### src/core/ofd_consts.vh
// Summary of operation
// RULE_01: Register field selects V,A,B,C,D,E,H,L; narrow A-C.
// RULE_02: Alternate field selects accumulator halves then B-L.
// RULE_03: Move-destination special class reaches listed registers.
// RULE_04: Move-source special class adds receive buffer, results.
// RULE_05: Immediate special class limited to ports, masks, modes.
// RULE_06: Wide destination class selects compare registers only.
// RULE_07: Wide source class selects up-counter and capture.
// RULE_08: Pair classes resolve to their permitted pair sets.
// RULE_09: Basic indirect forms; restricted class plain only.
// RULE_10: Extended classes add indexed effective address forms.
// RULE_11: Wide transfer class: DE/HL, double-increment, indexed.
// RULE_12: Flag field selects carry, half-carry or zero.
// RULE_13: Interrupt-flag field selects one of listed sources.
// RULE_14: Immediates decoded by width: 8, 8, 16, 3 bits.
// RULE_15: Pair code order: SP, BC, DE, HL, accumulator.
// RULE_16: Unnamed or out-of-class codes flagged, never written; unnamed flag and interrupt-flag codes give zero without illegal_q.
`ifndef OFD_CONSTS_VH
`define OFD_CONSTS_VH
// Operand classes presented on sel_class.
`define OFD_CLS_R 4'h0
`define OFD_CLS_R1 4'h1
`define OFD_CLS_R2 4'h2
`define OFD_CLS_SR 4'h3
`define OFD_CLS_SR1 4'h4
`define OFD_CLS_SR2 4'h5
`define OFD_CLS_SR3 4'h6
`define OFD_CLS_SR4 4'h7
`define OFD_CLS_RP 4'h8
`define OFD_CLS_RP1 4'h9
`define OFD_CLS_RP2 4'ha
`define OFD_CLS_RP3 4'hb
`define OFD_CLS_RPA 4'hc
`define OFD_CLS_RPA1 4'hd
`define OFD_CLS_RPA2 4'he
`define OFD_CLS_RPA3 4'hf
// Special register codes.
`define OFD_SR_PORT_A 6'h00
`define OFD_SR_PORT_B 6'h01
`define OFD_SR_PORT_C 6'h02
`define OFD_SR_PORT_D 6'h03
`define OFD_SR_PORT_F 6'h04
`define OFD_SR_MASK_HI 6'h06
`define OFD_SR_MASK_LO 6'h07
`define OFD_SR_ADC_MODE 6'h08
`define OFD_SR_SER_HI 6'h09
`define OFD_SR_SER_LO 6'h0a
`define OFD_SR_CNT_OUT 6'h0b
`define OFD_SR_CNT_MODE 6'h0c
`define OFD_SR_TMR_MODE 6'h0d
`define OFD_SR_MEM_MAP 6'h10
`define OFD_SR_PC_CTRL 6'h11
`define OFD_SR_DIR_A 6'h12
`define OFD_SR_DIR_B 6'h13
`define OFD_SR_DIR_C 6'h14
`define OFD_SR_DIR_F 6'h17
`define OFD_SR_TX_BUF 6'h18
`define OFD_SR_RX_BUF 6'h19
`define OFD_SR_TMR0 6'h1a
`define OFD_SR_TMR1 6'h1b
`define OFD_SR_ADC_R0 6'h20
`define OFD_SR_ADC_R3 6'h23
`define OFD_SR_ZC 6'h28
// Register-pair resource codes (output rp_sel).
`define OFD_RP_SP 3'h0
`define OFD_RP_BC 3'h1
`define OFD_RP_DE 3'h2
`define OFD_RP_HL 3'h3
`define OFD_RP_EA 3'h4
`define OFD_RP_VA 3'h5
// Addressing codes (4-bit field).
`define OFD_AM_BC 4'h1
`define OFD_AM_DE 4'h2
`define OFD_AM_HL 4'h3
`define OFD_AM_DE_INC 4'h4
`define OFD_AM_HL_INC 4'h5
`define OFD_AM_DE_DEC 4'h6
`define OFD_AM_HL_DEC 4'h7
`define OFD_AM_DE_IDX 4'hb
`define OFD_AM_HL_A 4'hc
`define OFD_AM_HL_B 4'hd
`define OFD_AM_HL_EA 4'he
`define OFD_AM_HL_IDX 4'hf
// Narrow byte register class bounds.
`define OFD_REG_A 3'h1
`define OFD_REG_C 3'h3
// Flag and interrupt-flag limits.
`define OFD_FLG_CY 3'h2
`define OFD_FLG_HC 3'h3
`define OFD_FLG_Z 3'h4
`define OFD_IRF_LAST_LO 5'h0c
`define OFD_IRF_AN4 5'h10
`define OFD_IRF_AN5 5'h11
`define OFD_IRF_AN6 5'h12
`define OFD_IRF_AN7 5'h13
`define OFD_IRF_SB 5'h14
`define OFD_RESET_ZERO 16'h0000
`endif

### src/core/ofd_sr_table.v
`timescale 1ns/1ps
`default_nettype none
`include "ofd_consts.vh"
// Membership of a 6-bit special register code in the three byte classes.
module ofd_sr_table (
	// Code in
	input wire [5:0] code,
	// Class membership out
	output reg in_sr,
	output reg in_sr1,
	output reg in_sr2
);
	always @* begin
		in_sr = 1'b0;
		in_sr1 = 1'b0;
		in_sr2 = 1'b0;
		case (code)
			`OFD_SR_PORT_A, `OFD_SR_PORT_B, `OFD_SR_PORT_C, `OFD_SR_PORT_D,
			`OFD_SR_PORT_F, `OFD_SR_MASK_HI, `OFD_SR_MASK_LO, `OFD_SR_ADC_MODE,
			`OFD_SR_SER_HI, `OFD_SR_CNT_OUT, `OFD_SR_TMR_MODE: begin
				in_sr = 1'b1; // [RULE_03]
				in_sr1 = 1'b1; // [RULE_04]
				in_sr2 = 1'b1; // [RULE_05]
			end
			`OFD_SR_SER_LO, `OFD_SR_CNT_MODE, `OFD_SR_MEM_MAP, `OFD_SR_PC_CTRL,
			`OFD_SR_DIR_A, `OFD_SR_DIR_B, `OFD_SR_DIR_C, `OFD_SR_DIR_F,
			`OFD_SR_TX_BUF, `OFD_SR_TMR0, `OFD_SR_TMR1, `OFD_SR_ZC: begin
				in_sr = 1'b1; // [RULE_03]
			end
			`OFD_SR_RX_BUF: begin
				in_sr1 = 1'b1; // [RULE_04]
			end
			default: begin
				if (code >= `OFD_SR_ADC_R0 && code <= `OFD_SR_ADC_R3) begin
					in_sr1 = 1'b1; // [RULE_04]
				end
			end
		endcase
	end
endmodule
`default_nettype wire

### src/core/ofd_decoder.v
`timescale 1ns/1ps
`default_nettype none
`include "ofd_consts.vh"
// Registered operand field decoder. One request per cycle; results one cycle later.
module ofd_decoder (
	// Clock and reset
	input wire core_clk,
	input wire rst_n,
	// Request from decode stage
	input wire dec_valid,
	input wire [3:0] sel_class,
	input wire [5:0] sel_code,
	input wire [2:0] flag_code,
	input wire [4:0] irf_code,
	input wire [7:0] imm_lo,
	input wire [7:0] imm_hi,
	// Decoded results
	output reg res_valid_q,
	output reg [2:0] byte_reg_q,
	output reg byte_reg_alt_q,
	output reg [5:0] sr_sel_q,
	output reg sr_wide_q,
	output reg sr_write_q,
	output reg [2:0] rp_sel_q,
	output reg [3:0] addr_mode_q,
	output reg [2:0] flag_sel_q,
	output reg [4:0] irf_sel_q,
	output reg illegal_q,
	// Immediates by width
	output reg [7:0] working_reg_offset_q,
	output reg [7:0] imm_byte_q,
	output reg [15:0] imm_word_q,
	output reg [2:0] imm_bit_q
);
	wire in_sr;
	wire in_sr1;
	wire in_sr2;
	reg ok_d;
	reg wr_d;
	reg wide_d;
	reg alt_d;
	reg [2:0] rp_d;
	reg [3:0] am_d;
	reg flag_ok;
	reg irf_ok;
	reg am_basic;
	reg am_plain;
	reg am_wide;
	reg am_index;

	ofd_sr_table u_tab (
		.code(sel_code),
		.in_sr(in_sr),
		.in_sr1(in_sr1),
		.in_sr2(in_sr2)
	);

	always @* begin
		ok_d = 1'b0;
		wr_d = 1'b0;
		wide_d = 1'b0;
		alt_d = 1'b0;
		rp_d = `OFD_RP_SP;
		am_d = 4'h0;
		case (sel_class)
			`OFD_CLS_R: begin
				ok_d = 1'b1; // [RULE_01]
			end
			`OFD_CLS_R1: begin
				ok_d = 1'b1; // [RULE_02]
				alt_d = 1'b1;
			end
			`OFD_CLS_R2: begin
				ok_d = sel_code[2:0] >= `OFD_REG_A && sel_code[2:0] <= `OFD_REG_C; // [RULE_01]
			end
			`OFD_CLS_SR: begin
				ok_d = in_sr; // [RULE_03]
				wr_d = in_sr;
			end
			`OFD_CLS_SR1: begin
				ok_d = in_sr1; // [RULE_04]
			end
			`OFD_CLS_SR2: begin
				ok_d = in_sr2; // [RULE_05]
				wr_d = in_sr2;
			end
			`OFD_CLS_SR3: begin
				// One-bit code: compare register 0 or 1, loaded from the accumulator.
				ok_d = sel_code[5:1] == 5'h00; // [RULE_06]
				wr_d = ok_d;
				wide_d = 1'b1;
			end
			`OFD_CLS_SR4: begin
				ok_d = sel_code[5:1] == 5'h00; // [RULE_07]
				wide_d = 1'b1;
			end
			`OFD_CLS_RP, `OFD_CLS_RP2: begin
				rp_d = sel_code[2:0]; // [RULE_15]
				if (sel_class == `OFD_CLS_RP) begin
					ok_d = sel_code[2:0] <= `OFD_RP_HL; // [RULE_08]
				end else begin
					ok_d = sel_code[2:0] <= `OFD_RP_EA; // [RULE_08]
				end
			end
			`OFD_CLS_RP1: begin
				ok_d = sel_code[2:0] <= `OFD_RP_EA; // [RULE_08]
				rp_d = (sel_code[2:0] == 3'h0) ? `OFD_RP_VA : sel_code[2:0];
			end
			`OFD_CLS_RP3: begin
				ok_d = sel_code[2:0] >= `OFD_RP_BC && sel_code[2:0] <= `OFD_RP_HL; // [RULE_08]
				rp_d = sel_code[2:0];
			end
			`OFD_CLS_RPA: begin
				am_d = sel_code[3:0];
				ok_d = am_basic; // [RULE_09]
			end
			`OFD_CLS_RPA1: begin
				am_d = sel_code[3:0];
				ok_d = am_plain; // [RULE_09]
			end
			`OFD_CLS_RPA2: begin
				am_d = sel_code[3:0];
				ok_d = am_basic | am_index; // [RULE_10]
			end
			`OFD_CLS_RPA3: begin
				// No BC and no decrement: plain, double-step and indexed forms only.
				am_d = sel_code[3:0];
				ok_d = am_wide | am_index; // [RULE_11]
			end
			default: begin
				ok_d = 1'b0;
			end
		endcase
	end

	// Membership of a 4-bit addressing code in the indirect and indexed groups.
	always @* begin
		am_basic = 1'b0;
		am_plain = 1'b0;
		am_wide = 1'b0;
		am_index = 1'b0;
		case (sel_code[3:0])
			`OFD_AM_BC: begin
				am_basic = 1'b1; // [RULE_09]
				am_plain = 1'b1;
			end
			`OFD_AM_DE, `OFD_AM_HL: begin
				am_basic = 1'b1;
				am_plain = 1'b1;
				am_wide = 1'b1; // [RULE_11]
			end
			`OFD_AM_DE_INC, `OFD_AM_HL_INC: begin
				// Single step in the basic classes, double step in the wide class.
				am_basic = 1'b1;
				am_wide = 1'b1;
			end
			`OFD_AM_DE_DEC, `OFD_AM_HL_DEC: begin
				am_basic = 1'b1;
			end
			`OFD_AM_DE_IDX, `OFD_AM_HL_A, `OFD_AM_HL_B, `OFD_AM_HL_EA, `OFD_AM_HL_IDX: begin
				am_index = 1'b1; // [RULE_10]
			end
			default: begin
				am_index = 1'b0;
			end
		endcase
	end

	// Flag and interrupt-flag codes outside their tables give code zero.
	always @* begin
		case (flag_code)
			`OFD_FLG_CY, `OFD_FLG_HC, `OFD_FLG_Z: begin
				flag_ok = 1'b1; // [RULE_12]
			end
			default: begin
				flag_ok = 1'b0;
			end
		endcase
		case (irf_code)
			`OFD_IRF_AN4, `OFD_IRF_AN5, `OFD_IRF_AN6, `OFD_IRF_AN7, `OFD_IRF_SB: begin
				irf_ok = 1'b1; // [RULE_13]
			end
			default: begin
				irf_ok = irf_code <= `OFD_IRF_LAST_LO; // [RULE_13]
			end
		endcase
	end

	always @(posedge core_clk) begin
		if (!rst_n) begin
			res_valid_q <= 1'b0;
			byte_reg_q <= 3'h0;
			byte_reg_alt_q <= 1'b0;
			sr_sel_q <= 6'h00;
			sr_wide_q <= 1'b0;
			sr_write_q <= 1'b0;
			rp_sel_q <= `OFD_RP_SP;
			addr_mode_q <= 4'h0;
			flag_sel_q <= 3'h0;
			irf_sel_q <= 5'h00;
			illegal_q <= 1'b0;
			working_reg_offset_q <= 8'h00;
			imm_byte_q <= 8'h00;
			imm_word_q <= `OFD_RESET_ZERO;
			imm_bit_q <= 3'h0;
		end else begin
			res_valid_q <= dec_valid;
			byte_reg_q <= sel_code[2:0]; // [RULE_01] [RULE_02]
			byte_reg_alt_q <= alt_d;
			sr_sel_q <= wide_d ? {5'h00, sel_code[0]} : sel_code;
			sr_wide_q <= wide_d;
			// Illegal codes never produce a write strobe.
			sr_write_q <= dec_valid & ok_d & wr_d; // [RULE_16]
			illegal_q <= dec_valid & ~ok_d; // [RULE_16]
			rp_sel_q <= rp_d;
			addr_mode_q <= am_d;
			flag_sel_q <= flag_ok ? flag_code : 3'h0; // [RULE_12]
			irf_sel_q <= irf_ok ? irf_code : 5'h00; // [RULE_13]
			working_reg_offset_q <= imm_lo; // [RULE_14]
			imm_byte_q <= imm_lo; // [RULE_14]
			imm_word_q <= {imm_hi, imm_lo}; // [RULE_14]
			imm_bit_q <= imm_lo[2:0]; // [RULE_14]
		end
	end
endmodule
`default_nettype wire

### config.mk
export PLATFORM = sky130hd
export DESIGN_NAME = ofd_decoder
export DESIGN_NICKNAME = d
export VERILOG_FILES = /design/src/core/ofd_sr_table.v /design/src/core/ofd_decoder.v
export VERILOG_INCLUDE_DIRS = /design/src /design/src/core
export SDC_FILE = /design/constraint.sdc
export NUM_CORES = 1
export LEC_CHECK = 0
export ABC_CLOCK_PERIOD_IN_PS = 1300
export CORE_MARGIN = 8
export CORE_UTILIZATION = 40
export CTS_CLUSTER_DIAMETER = 120
export DETAILED_ROUTE_END_ITERATION = 8
export DONT_BUFFER_PORTS = 1
export PLACE_DENSITY_LB_ADDON = 0.25
export SLEW_MARGIN = 0
export SYNTH_ARGS = -nofsm -noshare
export SYNTH_HDL_FRONTEND = slang
export SYNTH_SLANG_ARGS = --single-unit
### constraint.sdc
create_clock -name core_clk -period 1.3 [get_ports core_clk]
set_input_delay 0.26 -clock core_clk [delete_from_list [all_inputs] [get_ports core_clk]]
set_output_delay 0.26 -clock core_clk [all_outputs]
set_load 0.1 [all_outputs]
# ---- Yosys cells after proc, flatten, opt, wreduce, memory -nomap -nowiden
# Cells that the tools add are included.
dict set report word_totals {
  regBits 56
  input_bits 37
  output_inout_bits 64
}
dict set report op_classes {
  order_cmp 6
  n_eq_ne 58
  muxes 17
  bitwise 7
  reduce_logical 26
}
# operator count
set ops {}
lappend ops {{$eq A6 B5 Y1 const B} 10}
lappend ops {{$eq A4 B4 Y1 const B} 13}
lappend ops {{$eq A6 B4 Y1 const B} 6}
lappend ops {{$eq A4 B3 Y1 const B} 8}
lappend ops {{$eq A5 B5 Y1 const B} 5}
lappend ops {{$reduce_or A12 Y1} 2}
lappend ops {{$reduce_or A23 Y1} 1}
lappend ops {{$eq A6 B3 Y1 const B} 3}
lappend ops {{$eq A4 B2 Y1 const B} 4}
lappend ops {{$eq A6 B2 Y1 const B} 2}
lappend ops {{$mux W1} 12}
lappend ops {{$pmux W1 S12} 1}
lappend ops {{$reduce_or A11 Y1} 1}
lappend ops {{$reduce_or A2 Y1} 5}
lappend ops {{$reduce_or A5 Y1} 2}
lappend ops {{$reduce_or A3 Y1} 3}
lappend ops {{$eq A4 B1 Y1 const B} 2}
lappend ops {{$reduce_or A4 Y1} 2}
lappend ops {{$reduce_or A7 Y1} 1}
lappend ops {{$eq A3 B2 Y1 const B} 2}
lappend ops {{$eq A6 B1 Y1 const B} 1}
lappend ops {{$eq A6 B6 Y1 const B} 1}
lappend ops {{$ge A6 B6 Y1 const B} 1}
lappend ops {{$le A6 B6 Y1 const B} 1}
lappend ops {{other kinds (18)} 25}

# ---- Logic depth before layout (Yosys ltp)
# Gate-level depths: netlist (run 1).
dict set report depth {
  word_depth 7
  depth_mapped 6
}

# ---- By module
# A second synthesis (run 1) with hierarchy kept.
dict set report hier_totals {
  hier_cells 188
  hier_area_um2 1726.7
}
# mod n_inst cells_each area_per_inst_um2 seq_area_each_um2
set modules_own_cells {}
lappend modules_own_cells {ofd_decoder 1 162 1576.5 880.8}
lappend modules_own_cells {ofd_sr_table 1 26 150.1 0.0}

# ---- Worst setup path after synthesis (run 1)
# Ideal clock, no wire load.
dict set report synth_timing {
  path_type {reg-to-output}
  startpoint {register imm_byte_q[0]}
  endpoint {output port imm_byte_q[0]}
  arrival_ps 1392
  required_time_ps 1040
  path_slack_ps -352
  stages_incl_launch_ff 2
  path_cell_list {dfxtp_1 -> buf_4}
}
# element line_no
set synth_rtl {}
lappend synth_rtl {{from (decl)} ofd_decoder.v:31} ;# output reg [7:0] imm_byte_q,
lappend synth_rtl {{from (signal assigned)} ofd_decoder.v:220} ;# imm_byte_q <= imm_lo;
# No word-level cell between the ends.

==> flow_metrics.py, run 1 <==
metrics = {
    "drt": {
        "wl_met3_um": 337,
        "top_layer_used": "met4",
        "drt_iter0_markers": 30,
        "wl_met1_mm": 1.66,
        "met2_length_mm": 2.30,
        "drc": 0,
        "first_pass_iters": 4,
        "via_count": 1349,
        "routed_wl_mm": 4.38,
        "ant_nets": 0,
        "viasPerCell": 5.13,
        "wire_per_inst_um": 16.7,
    },
    "synth": {
        "synth_flop_cell": "dfxtp_1",
        "synthAdderAreaFrac_pct": 0.549,
        "synth_edf_count": 0,
        "synth_compound_area_share_pct": 11.7,
        "yosys.area_share.simple_pct": 25.7,
        "async_reset_ff_share_pct": 0,
        "synth.distinct_cells": 43,
        "synth.cell_area_um2": 1820,
        "synth_cells": 187,
        "synth-xor-area-share_pct": 0,
        "syn_area_per_cell_um2": 9.75,
        "synth-seq-cells": 44,
        "muxShareOfSynthArea_pct": 0.618,
        "synth_top_family_by_area": "simple AND/OR/NAND/NOR gates",
        "yosysSeqAreaShare_pct": 48.3,
        "syn_nets": 224,
        "yosysWarnings": 0,
    },
    "timing": {
        "setup_violations": 0,
        "fmax_mhz": 773,
        "fin_crit_sh_pct": 99.5,
        "rsz0062_at_grt": "yes",
        "drv_slew": 0,
        "worst_slew_pin_slew_ns": 0.383,
        "period_minus_slack_ns": 1.29,
        "hold_viol": 0,
        "relSlewSlack_pct": 74.3,
    },
    "global_routing": {
        "grtUsageTotal_pct": 12.3,
        "grt_pass1_vias": 1337,
        "antenna_found_initial": 0,
        "globalRouteOverflowTotal": 0,
        "grt_first_pass_wirelength_mm": 6.98,
        "grt_max_degree": 31,
    },
    "final_layout": {
        "drive_gt1_share_pct": 35.5,
        "area_growth_pct": 25.8,
        "final_core_util_pct": 52.3,
        "stdcell_area_um2": 2290,
        "nNetsFinal": 247,
        "seqCellArea_um2": 900,
        "antenna_cells": 0,
        "fillers": 402,
        "multi_input_area_um2": 704,
    },
    "clock_tree": {
        "clk_path_buf_depth": 2,
        "clock-sinks": 44,
        "cts_tree": "built",
        "cts_buffers": 5,
        "root_buffer": "clkbuf_8",
        "postCtsHoldBufs": 0,
        "htree_levels": 2,
        "clk_pin_slew_worst_paths_ns": 0.08,
    },
    "worst_setup_path": {
        "crit_arrival_ns": 1.03,
        "cp_top_family": "flip-flops",
        "max_stage_delay_ns": 0.37,
        "crit_path_top_delay_cell": "dfxtp_4",
        "worstSetupPathType": "flop to output port",
        "required_ns": 1.04,
        "startpoint_type": "flop",
        "crit_fanout": 4,
        "end_kind": "output port",
        "path_cells": "buf_16",
        "crit_start": "imm_byte_q[0]",
        "critical_path_buf_inv_count": 1,
    },
    "power": {
        "power_per_cell_area_nw_per_um2": 1470,
        "finalPower_uw": 3370,
        "p_leak_uw": 0.000998,
        "ir_drop_mv": 0.445,
    },
    "die": {
        "coreArea_um2": 4380,
        "dieArea_um2": 6970,
        "die_x_um": 83.5,
        "pin_count": 101,
        "rows": 24,
        "initial_core_util_pct": 41.6,
        "dieHeight_um": 83.5,
    },
    "place": {
        "place_area_um2": 2170,
        "gp_congestion": 0.773,
        "port_buffers": 0,
        "detailed_place_hpwl_mm": 3.43,
    },
    "min_path": {
        "min_path_type": "input pin to flop",
        "worstHoldStart": "flag_code[0]",
    },
    "outcome": {
        "outcome": "complete, no violations",
    },
    "job": {
        "drv_cap": 0,
    },
}
-- power by group --
part | switching, uW | total (uW) | internal [uW]
Sequential | 29.4 | 1440 | 1410
Clock | 431 | 923 | 493
Combinational | 794 | 1010 | 217
-- stage by stage --
stage	hold slack, ns	worst slack [ns]	TNS [ns]	instances
floorplan	0.336	0.00254	0	187
global placement	0.337	0.0142	0	255
detailed placement	0.339	-0.00912	-0.00912	255
CTS	0.0254	-0.00614	-0.0269	263
global route	0.0119	-0.0354	-0.318	263
finish	0.0360	0.00616	0	263
-- worst paths after layout --
kind / endpoint / slack [ns] / depth (start not counted)
hold / removal: flag_sel_q[2] / 0.04 / 1
setup / recovery: imm_bit_q[0] / 0.006 / 1
-- registers in the layout, indices dropped and copies added (netlist names) --
name            flops
imm_word_q          9
imm_byte_q          7
irf_sel_q           5
sr_sel_q            5
addr_mode_q         4
byte_reg_q          3
flag_sel_q          3
rp_sel_q            3
byte_reg_alt_q      1
illegal_q           1
res_valid_q         1
sr_wide_q           1
sr_write_q          1
-- cells in the final DEF (no fill, tap or decap), drive strengths merged, types with 3 or more instances in the layout --
| cell | Yosys | routed |
|---|---|---|
| a21oi | 8 | 8 |
| and2 | 25 | 25 |
| and3 | 6 | 6 |
| buf | 28 | 48 |
| clkbuf | 4 | 7 |
| dfxtp | 44 | 44 |
| inv | 3 | 3 |
| nand2 | 13 | 13 |
| nor2 | 13 | 13 |
| nor2b | 5 | 5 |
| o21a | 3 | 3 |
| o21ai | 4 | 4 |
-- layer usage --
layer | vias to the layer above | GRT usage (%)
met5 | - | 0
met4 | 0 | 5.65
met3 | 6 | 4.59
met2 | 71 | 22.0
met1 | 625 | 12.3
li1 | 647 | -
-- layout make-up --
type	instances	area share, %
inverters	3	0.491
repair buffers	48	22.3
clock buffers	7	4.26
clock inverters	1	0.218
flip-flops and latches	44	39.2
well taps	52	2.84
multi-input cells	108	30.7
-- cell families (layout without fill, tap and decap cells) --
kind of cell | count (synthesis) | in the layout
fa+ha+maj | 1 | 1
simple gates | 78 | 78
compound gates | 28 | 28
mux | 1 | 1
buf+inv | 35 | 59
flops | 44 | 44
-- synthesized netlist by cell type (2+ instances only) --
| cell type | number | area share (%) |
|---|---|---|
| and3_1 | 6 | 2.1 |
| buf_6 | 3 | 1.9 |
| a21oi_2 | 2 | 0.96 |
| nor4bb_1 | 2 | 1.1 |
| nand2_1 | 13 | 2.7 |
| o22a_1 | 2 | 0.96 |
| o21ai_0 | 4 | 1.1 |
| dfxtp_1 | 44 | 48 |
| inv_1 | 2 | 0.41 |
| buf_4 | 22 | 9.1 |
| nor4_1 | 2 | 0.69 |
| nor2_1 | 13 | 2.7 |
| buf_2 | 3 | 0.82 |
| and2_1 | 25 | 8.6 |
| a21oi_1 | 6 | 1.6 |
| nor2b_1 | 4 | 1.4 |
| nor3b_1 | 2 | 0.82 |
| clkbuf_1 | 4 | 0.82 |
| nor3_1 | 2 | 0.55 |
| o21a_1 | 3 | 1.2 |
-- what timing repair did --
| item | CTS | global route |
|---|---|---|
| setup endpoints to repair | 12 | 12 |
| setup buffers | 0 | 0 |
| resized for setup | 3 | 0 |
Power figures use the tool's default switching activity.
==> run 2: changes to the inputs <==
--- a/config.mk
+++ b/config.mk
@@ -7,12 +7,13 @@
 export NUM_CORES = 1
 export LEC_CHECK = 0
 export ABC_CLOCK_PERIOD_IN_PS = 1300
-export CORE_MARGIN = 8
+export CORE_MARGIN = 4
 export CORE_UTILIZATION = 40
 export CTS_CLUSTER_DIAMETER = 120
 export DETAILED_ROUTE_END_ITERATION = 8
 export DONT_BUFFER_PORTS = 1
 export PLACE_DENSITY_LB_ADDON = 0.25
+export REMOVE_ABC_BUFFERS = 1
 export SLEW_MARGIN = 0
 export SYNTH_ARGS = -nofsm -noshare
 export SYNTH_HDL_FRONTEND = slang
==> run 2 against run 1 <==
  * Routed wire length is 7.6% lower
  * Utilization is 0.51 points higher
  * Clock power is 5.9% higher
  * Final area is 0.98% higher
  * Worst hold slack better by 0.011 ns
  * Via count is 2.4% higher
  * Largest cell class unchanged
  * First-iteration DRC count grew to 2.8 times the previous value
  * Fmax is 0.78% higher
  * Sequential power hardly changed
  * Critical endpoint is now imm_bit_q[1]
==> flow_metrics.py, run 2 (synthesis results as in run 1) <==
metrics = {
    "outcome": {
        "outcome": "complete, no violations",
    },
    "drt": {
        "drc": 0,
        "viasPerCell": 5.19,
        "routed_wl_mm": 4.05,
        "first_pass_iters": 4,
        "drt_iter0_markers": 85,
        "via_count": 1381,
        "ant_nets": 0,
        "wire_per_inst_um": 15.2,
    },
    "global_routing": {
        "grt_pass1_vias": 1283,
        "grt_max_degree": 31,
        "grtUsageTotal_pct": 13.4,
        "globalRouteOverflowTotal": 0,
        "antenna_found_initial": 0,
        "grt_first_pass_wirelength_mm": 5.75,
    },
    "worst_setup_path": {
        "path_cells": "buf_16",
        "crit_fanout": 4,
        "crit_path_top_delay_cell": "dfxtp_4",
        "crit_arrival_ns": 1.02,
        "cp_top_family": "flip-flops",
        "startpoint_type": "flop",
        "worstSetupPathType": "flop to output port",
        "max_stage_delay_ns": 0.37,
        "end_kind": "output port",
        "required_ns": 1.04,
        "critical_path_buf_inv_count": 1,
        "cp.depth": 1,
    },
    "power": {
        "p_leak_uw": 0.00101,
        "internal_power_uw": 2200,
        "clkPwrFrac_pct": 28.4,
        "ir_drop_mv": 0.560,
        "finalPower_uw": 3430,
        "switching_share_pct": 35.9,
        "p_comb_share_pct": 29.7,
        "switching_power_uw": 1230,
        "p_seq_share_pct": 41.8,
        "power_per_cell_area_nw_per_um2": 1480,
    },
    "clock_tree": {
        "postCtsSetupBuffers": 0,
        "root_buffer": "clkbuf_8",
        "clk_pin_slew_worst_paths_ns": 0.08,
        "htree_levels": 2,
        "cts_buffers": 5,
        "clk_path_buf_depth": 2,
        "postCtsHoldBufs": 0,
        "clock-sinks": 44,
        "cts_tree": "built",
        "post_cts_resized": 2,
    },
    "final_layout": {
        "stdcell_area_um2": 2320,
        "layout.cells.most_common_list": "41 x buf_4, 35 x dfxtp_1, 25 x and2_1, 13 x nand2_1, 13 x nor2_1",
        "fillers": 398,
        "reg_top3": "imm_word_q: 9 flops, imm_byte_q: 7 flops",
        "final_common_cell": "buf_4",
        "final_core_util_pct": 52.8,
        "seqCellArea_um2": 900,
        "area_growth_pct": 27.0,
        "largest_register_ffs": 9,
        "drive_gt1_share_pct": 36.0,
        "regMostFlops": "imm_word_q",
        "multi_input_area_um2": 702,
        "antenna_cells": 0,
        "nNetsFinal": 250,
    },
    "timing": {
        "fin_crit_sh_pct": 98.8,
        "rsz0062_at_grt": "yes",
        "fmax_mhz": 779,
        "drv_slew": 0,
        "worst_slew_pin_slew_ns": 0.377,
        "fin_tns_setup_ns": 0,
        "hold_viol": 0,
        "setup_violations": 0,
        "layout_setup_ws_ns": 0.0162,
        "relSlewSlack_pct": 74.5,
        "period_minus_slack_ns": 1.28,
    },
    "place": {
        "detailed_place_hpwl_mm": 3.12,
        "place_area_um2": 2190,
        "gp_congestion": 0.747,
        "post-place-ws_ns": -0.0520,
        "port_buffers": 0,
    },
    "min_path": {
        "min_path_type": "input pin to flop",
        "holdPathStages": 1,
    },
    "die": {
        "dieHeight_um": 75.5,
        "die_x_um": 75.5,
        "rows": 24,
        "coreArea_um2": 4380,
        "dieArea_um2": 5700,
        "initial_core_util_pct": 41.6,
        "pin_count": 101,
    },
    "job": {
        "drv_cap": 0,
    },
}
[run 2: changes by cell type in the layout (fill, tap and decap cells not counted)]
cell,change
buf_12,+3
buf_16,-2
buf_4,+2
bufinv_16,+1
clkbuf_16,-1
nor2_1,+1
nor2_2,-1
[run 2: metrics by stage]
stage,hold WS [ns],cells
final,0.0467,266
after floorplan,0.333,155
after CTS,0.0353,266
after detailed placement,0.341,258
after global routing,0.0240,266
after global placement,0.337,258
[run 2: final timing paths]
kind | end | slack (ns) | start
setup / recovery | imm_bit_q[1] | 0.02 | imm_byte_q[1]
hold / removal | sr_write_q | 0.05 | sel_class[3]
[run 2: power by group through the flow]
stage	clock [uW]	sequential [uW]	combinational, uW
floorplan	0	2160	127
global placement	0	1470	1010
detailed placement	0	1470	1020
CTS	1020	1440	1030
global route	1070	1440	1050
finish	977	1440	1020
[run 2: area by class of cell]
type	count	share of cell area (%)
Timing Repair Buffer	51	22.9
Sequential cell	44	38.8
Multi-Input combinational cell	108	30.3
Clock buffer	6	3.13
Inverter	3	0.486
Tap cell	52	2.81
Clock inverter	2	1.51
[run 2: per-layer routing]
layer / global-route usage [%] / part of all wire [%] / up-vias
met2: 23.7 / 50 / 97
li1: - / - / 654
met1: 13.8 / 36 / 624
met3: 5.28 / 12 / 6
met4: 6.41 / 1.5 / 0
met5: 0 / 0 / -
==> run 3: changes to the inputs <==
--- a/config.mk
+++ b/config.mk
@@ -8,11 +8,12 @@
 export LEC_CHECK = 0
 export ABC_CLOCK_PERIOD_IN_PS = 1300
 export CORE_MARGIN = 4
-export CORE_UTILIZATION = 40
+export CORE_UTILIZATION = 30
 export CTS_CLUSTER_DIAMETER = 120
 export DETAILED_ROUTE_END_ITERATION = 8
 export DONT_BUFFER_PORTS = 1
 export PLACE_DENSITY_LB_ADDON = 0.25
+export RECOVER_POWER = 100
 export REMOVE_ABC_BUFFERS = 1
 export SLEW_MARGIN = 0
 export SYNTH_ARGS = -nofsm -noshare
==> run 3 against run 2 <==
  * Flip-flop and latch count did not move
  * Worst hold slack worse by 0.0041 ns
  * Worst setup slack got worse by 0.0043 ns
  * Non-clock buffer count increased by 4
  * Final cell count increased by 10%
  * Global-route usage is 1.7 points lower
  * Die area up 30%
  * Count of clock-buffer cells in the layout grew 1
  * Clock power down 12%
  * Via count decreased by 0.65%
  * Critical endpoint unchanged
  * Largest cell class unchanged
==> flow_metrics.py, run 3 (synthesis results as in run 1) <==
metrics = {
    "power": {
        "finalPower_uw": 3280,
        "ir_drop_mv": 0.563,
        "power_per_cell_area_nw_per_um2": 1440,
        "p_leak_uw": 0.000958,
    },
    "timing": {
        "hold_viol": 0,
        "setup_violations": 0,
        "drv_slew": 0,
        "worst_slew_pin_slew_ns": 0.395,
        "fin_crit_sh_pct": 99.1,
        "rsz0062_at_grt": "yes",
        "period_minus_slack_ns": 1.29,
        "fmax_mhz": 776,
        "relSlewSlack_pct": 73.5,
    },
    "final_layout": {
        "nNetsFinal": 254,
        "stdcell_area_um2": 2280,
        "reg_top3": "imm_word_q: 9 flops, imm_byte_q: 7 flops",
        "drive_gt1_share_pct": 33.0,
        "seqCellArea_um2": 903,
        "regMostFlops": "imm_word_q",
        "fillers": 605,
        "stdcell_count": 293,
        "antenna_cells": 0,
        "final_common_cell": "clkbuf_4",
        "area_growth_pct": 24.8,
        "layout.cells.most_common_list": "39 x clkbuf_4, 38 x dfxtp_1, 13 x nand2_1, 13 x nor2_1, 13 x and2_1",
        "multi_input_area_um2": 683,
        "largest_register_ffs": 9,
    },
    "worst_setup_path": {
        "required_ns": 1.04,
        "crit_fanout": 4,
        "cp_top_family": "flip-flops",
        "startpoint_type": "flop",
        "max_stage_delay_ns": 0.37,
        "path_cells": "buf_16",
        "worstSetupPathType": "flop to output port",
        "end_kind": "output port",
        "critical_path_buf_inv_count": 1,
        "crit_arrival_ns": 1.03,
        "crit_start": "imm_byte_q[1]",
        "crit_path_top_delay_cell": "dfxtp_4",
    },
    "global_routing": {
        "grt_pass1_vias": 1401,
        "antenna_found_initial": 0,
        "grt_first_pass_wirelength_mm": 6.77,
        "globalRouteOverflowTotal": 0,
        "grt_max_degree": 31,
        "grtUsageTotal_pct": 11.7,
    },
    "die": {
        "coreArea_um2": 5920,
        "die_x_um": 86.0,
        "dieArea_um2": 7390,
        "pin_count": 101,
        "rows": 28,
        "dieHeight_um": 86.0,
        "initial_core_util_pct": 30.8,
    },
    "clock_tree": {
        "clock-sinks": 44,
        "clk_path_buf_depth": 2,
        "postCtsSetupBuffers": 0,
        "root_buffer": "clkbuf_8",
        "cts_tree": "built",
        "cts_buffers": 5,
        "clk_pin_slew_worst_paths_ns": 0.08,
        "htree_levels": 2,
    },
    "drt": {
        "drt_iter0_markers": 54,
        "viasPerCell": 4.68,
        "via_count": 1372,
        "first_pass_iters": 4,
        "drc": 0,
        "routed_wl_mm": 4.34,
        "ant_nets": 0,
        "wire_per_inst_um": 14.8,
    },
    "min_path": {
        "min_path_type": "input pin to flop",
        "worstHoldStart": "sel_class[2]",
    },
    "outcome": {
        "outcome": "complete, no violations",
    },
    "place": {
        "dp.cells": 285,
        "detailed_place_hpwl_mm": 3.47,
        "gp_congestion": 0.778,
        "port_buffers": 0,
        "place_area_um2": 2260,
    },
    "job": {
        "drv_cap": 0,
    },
}
[run 3: cell count changes in the layout (fill, tap and decap cells not counted), sizes merged]
cell      previous run  this run
clkbuf               6        49
buf                 51        13
bufinv               1         0
clkinvlp             0         1
clkinv               1         0
[run 3: worst paths after layout]
kind / depth (start not counted) / endpoint
setup / recovery: 1 / imm_bit_q[1]
hold / removal: 1 / rp_sel_q[1]
[run 3: per-layer routing]
metal	vias to the layer above	wire length (um)	GRT usage, %	part of all wire (%)
met5	-	0	0	0
met4	0	34	3.45	0.78
met3	6	574	5.67	13
met2	92	2030	19.1	47
met1	615	1700	13.6	39
li1	659	-	-	-
[run 3: cell type report]
class	count	area share, %
flip-flops and latches	44	39.7
multi-input cells	108	30.0
repair buffers	55	21.6
well taps	75	4.12
clock buffers	7	3.79
inverters	3	0.495
clock inverters	1	0.330
[run 3: per-stage QoR]
step	setup slack [ns]	util, %	TNS, ns	hold slack, ns
4_1_cts	-0.00241	39.8	-0.00675	0.0276
3_5_place_dp	-0.0492	38.1	-0.0492	0.341
2_1_floorplan	-1.80	-	-40.02	0.333
5_1_grt	-0.0221	38.4	-0.0841	0.0117
3_3_place_gp	-0.0115	38.1	-0.0115	0.337
6_report	0.0118	38.4	0	0.0426
[run 3: power by group]
part / internal, uW / switching (uW) / total (uW)
clock: 432 / 425 / 856
combinational: 194 / 797 / 991
sequential: 1400 / 25.9 / 1430
total: 2030 / 1250 / 3280
[run 3: what timing repair did]
action | in CTS | in global routing
setup endpoints to repair | 4 | 4
gates resized for setup | 1 | 0
hold buffers | 0 | 0
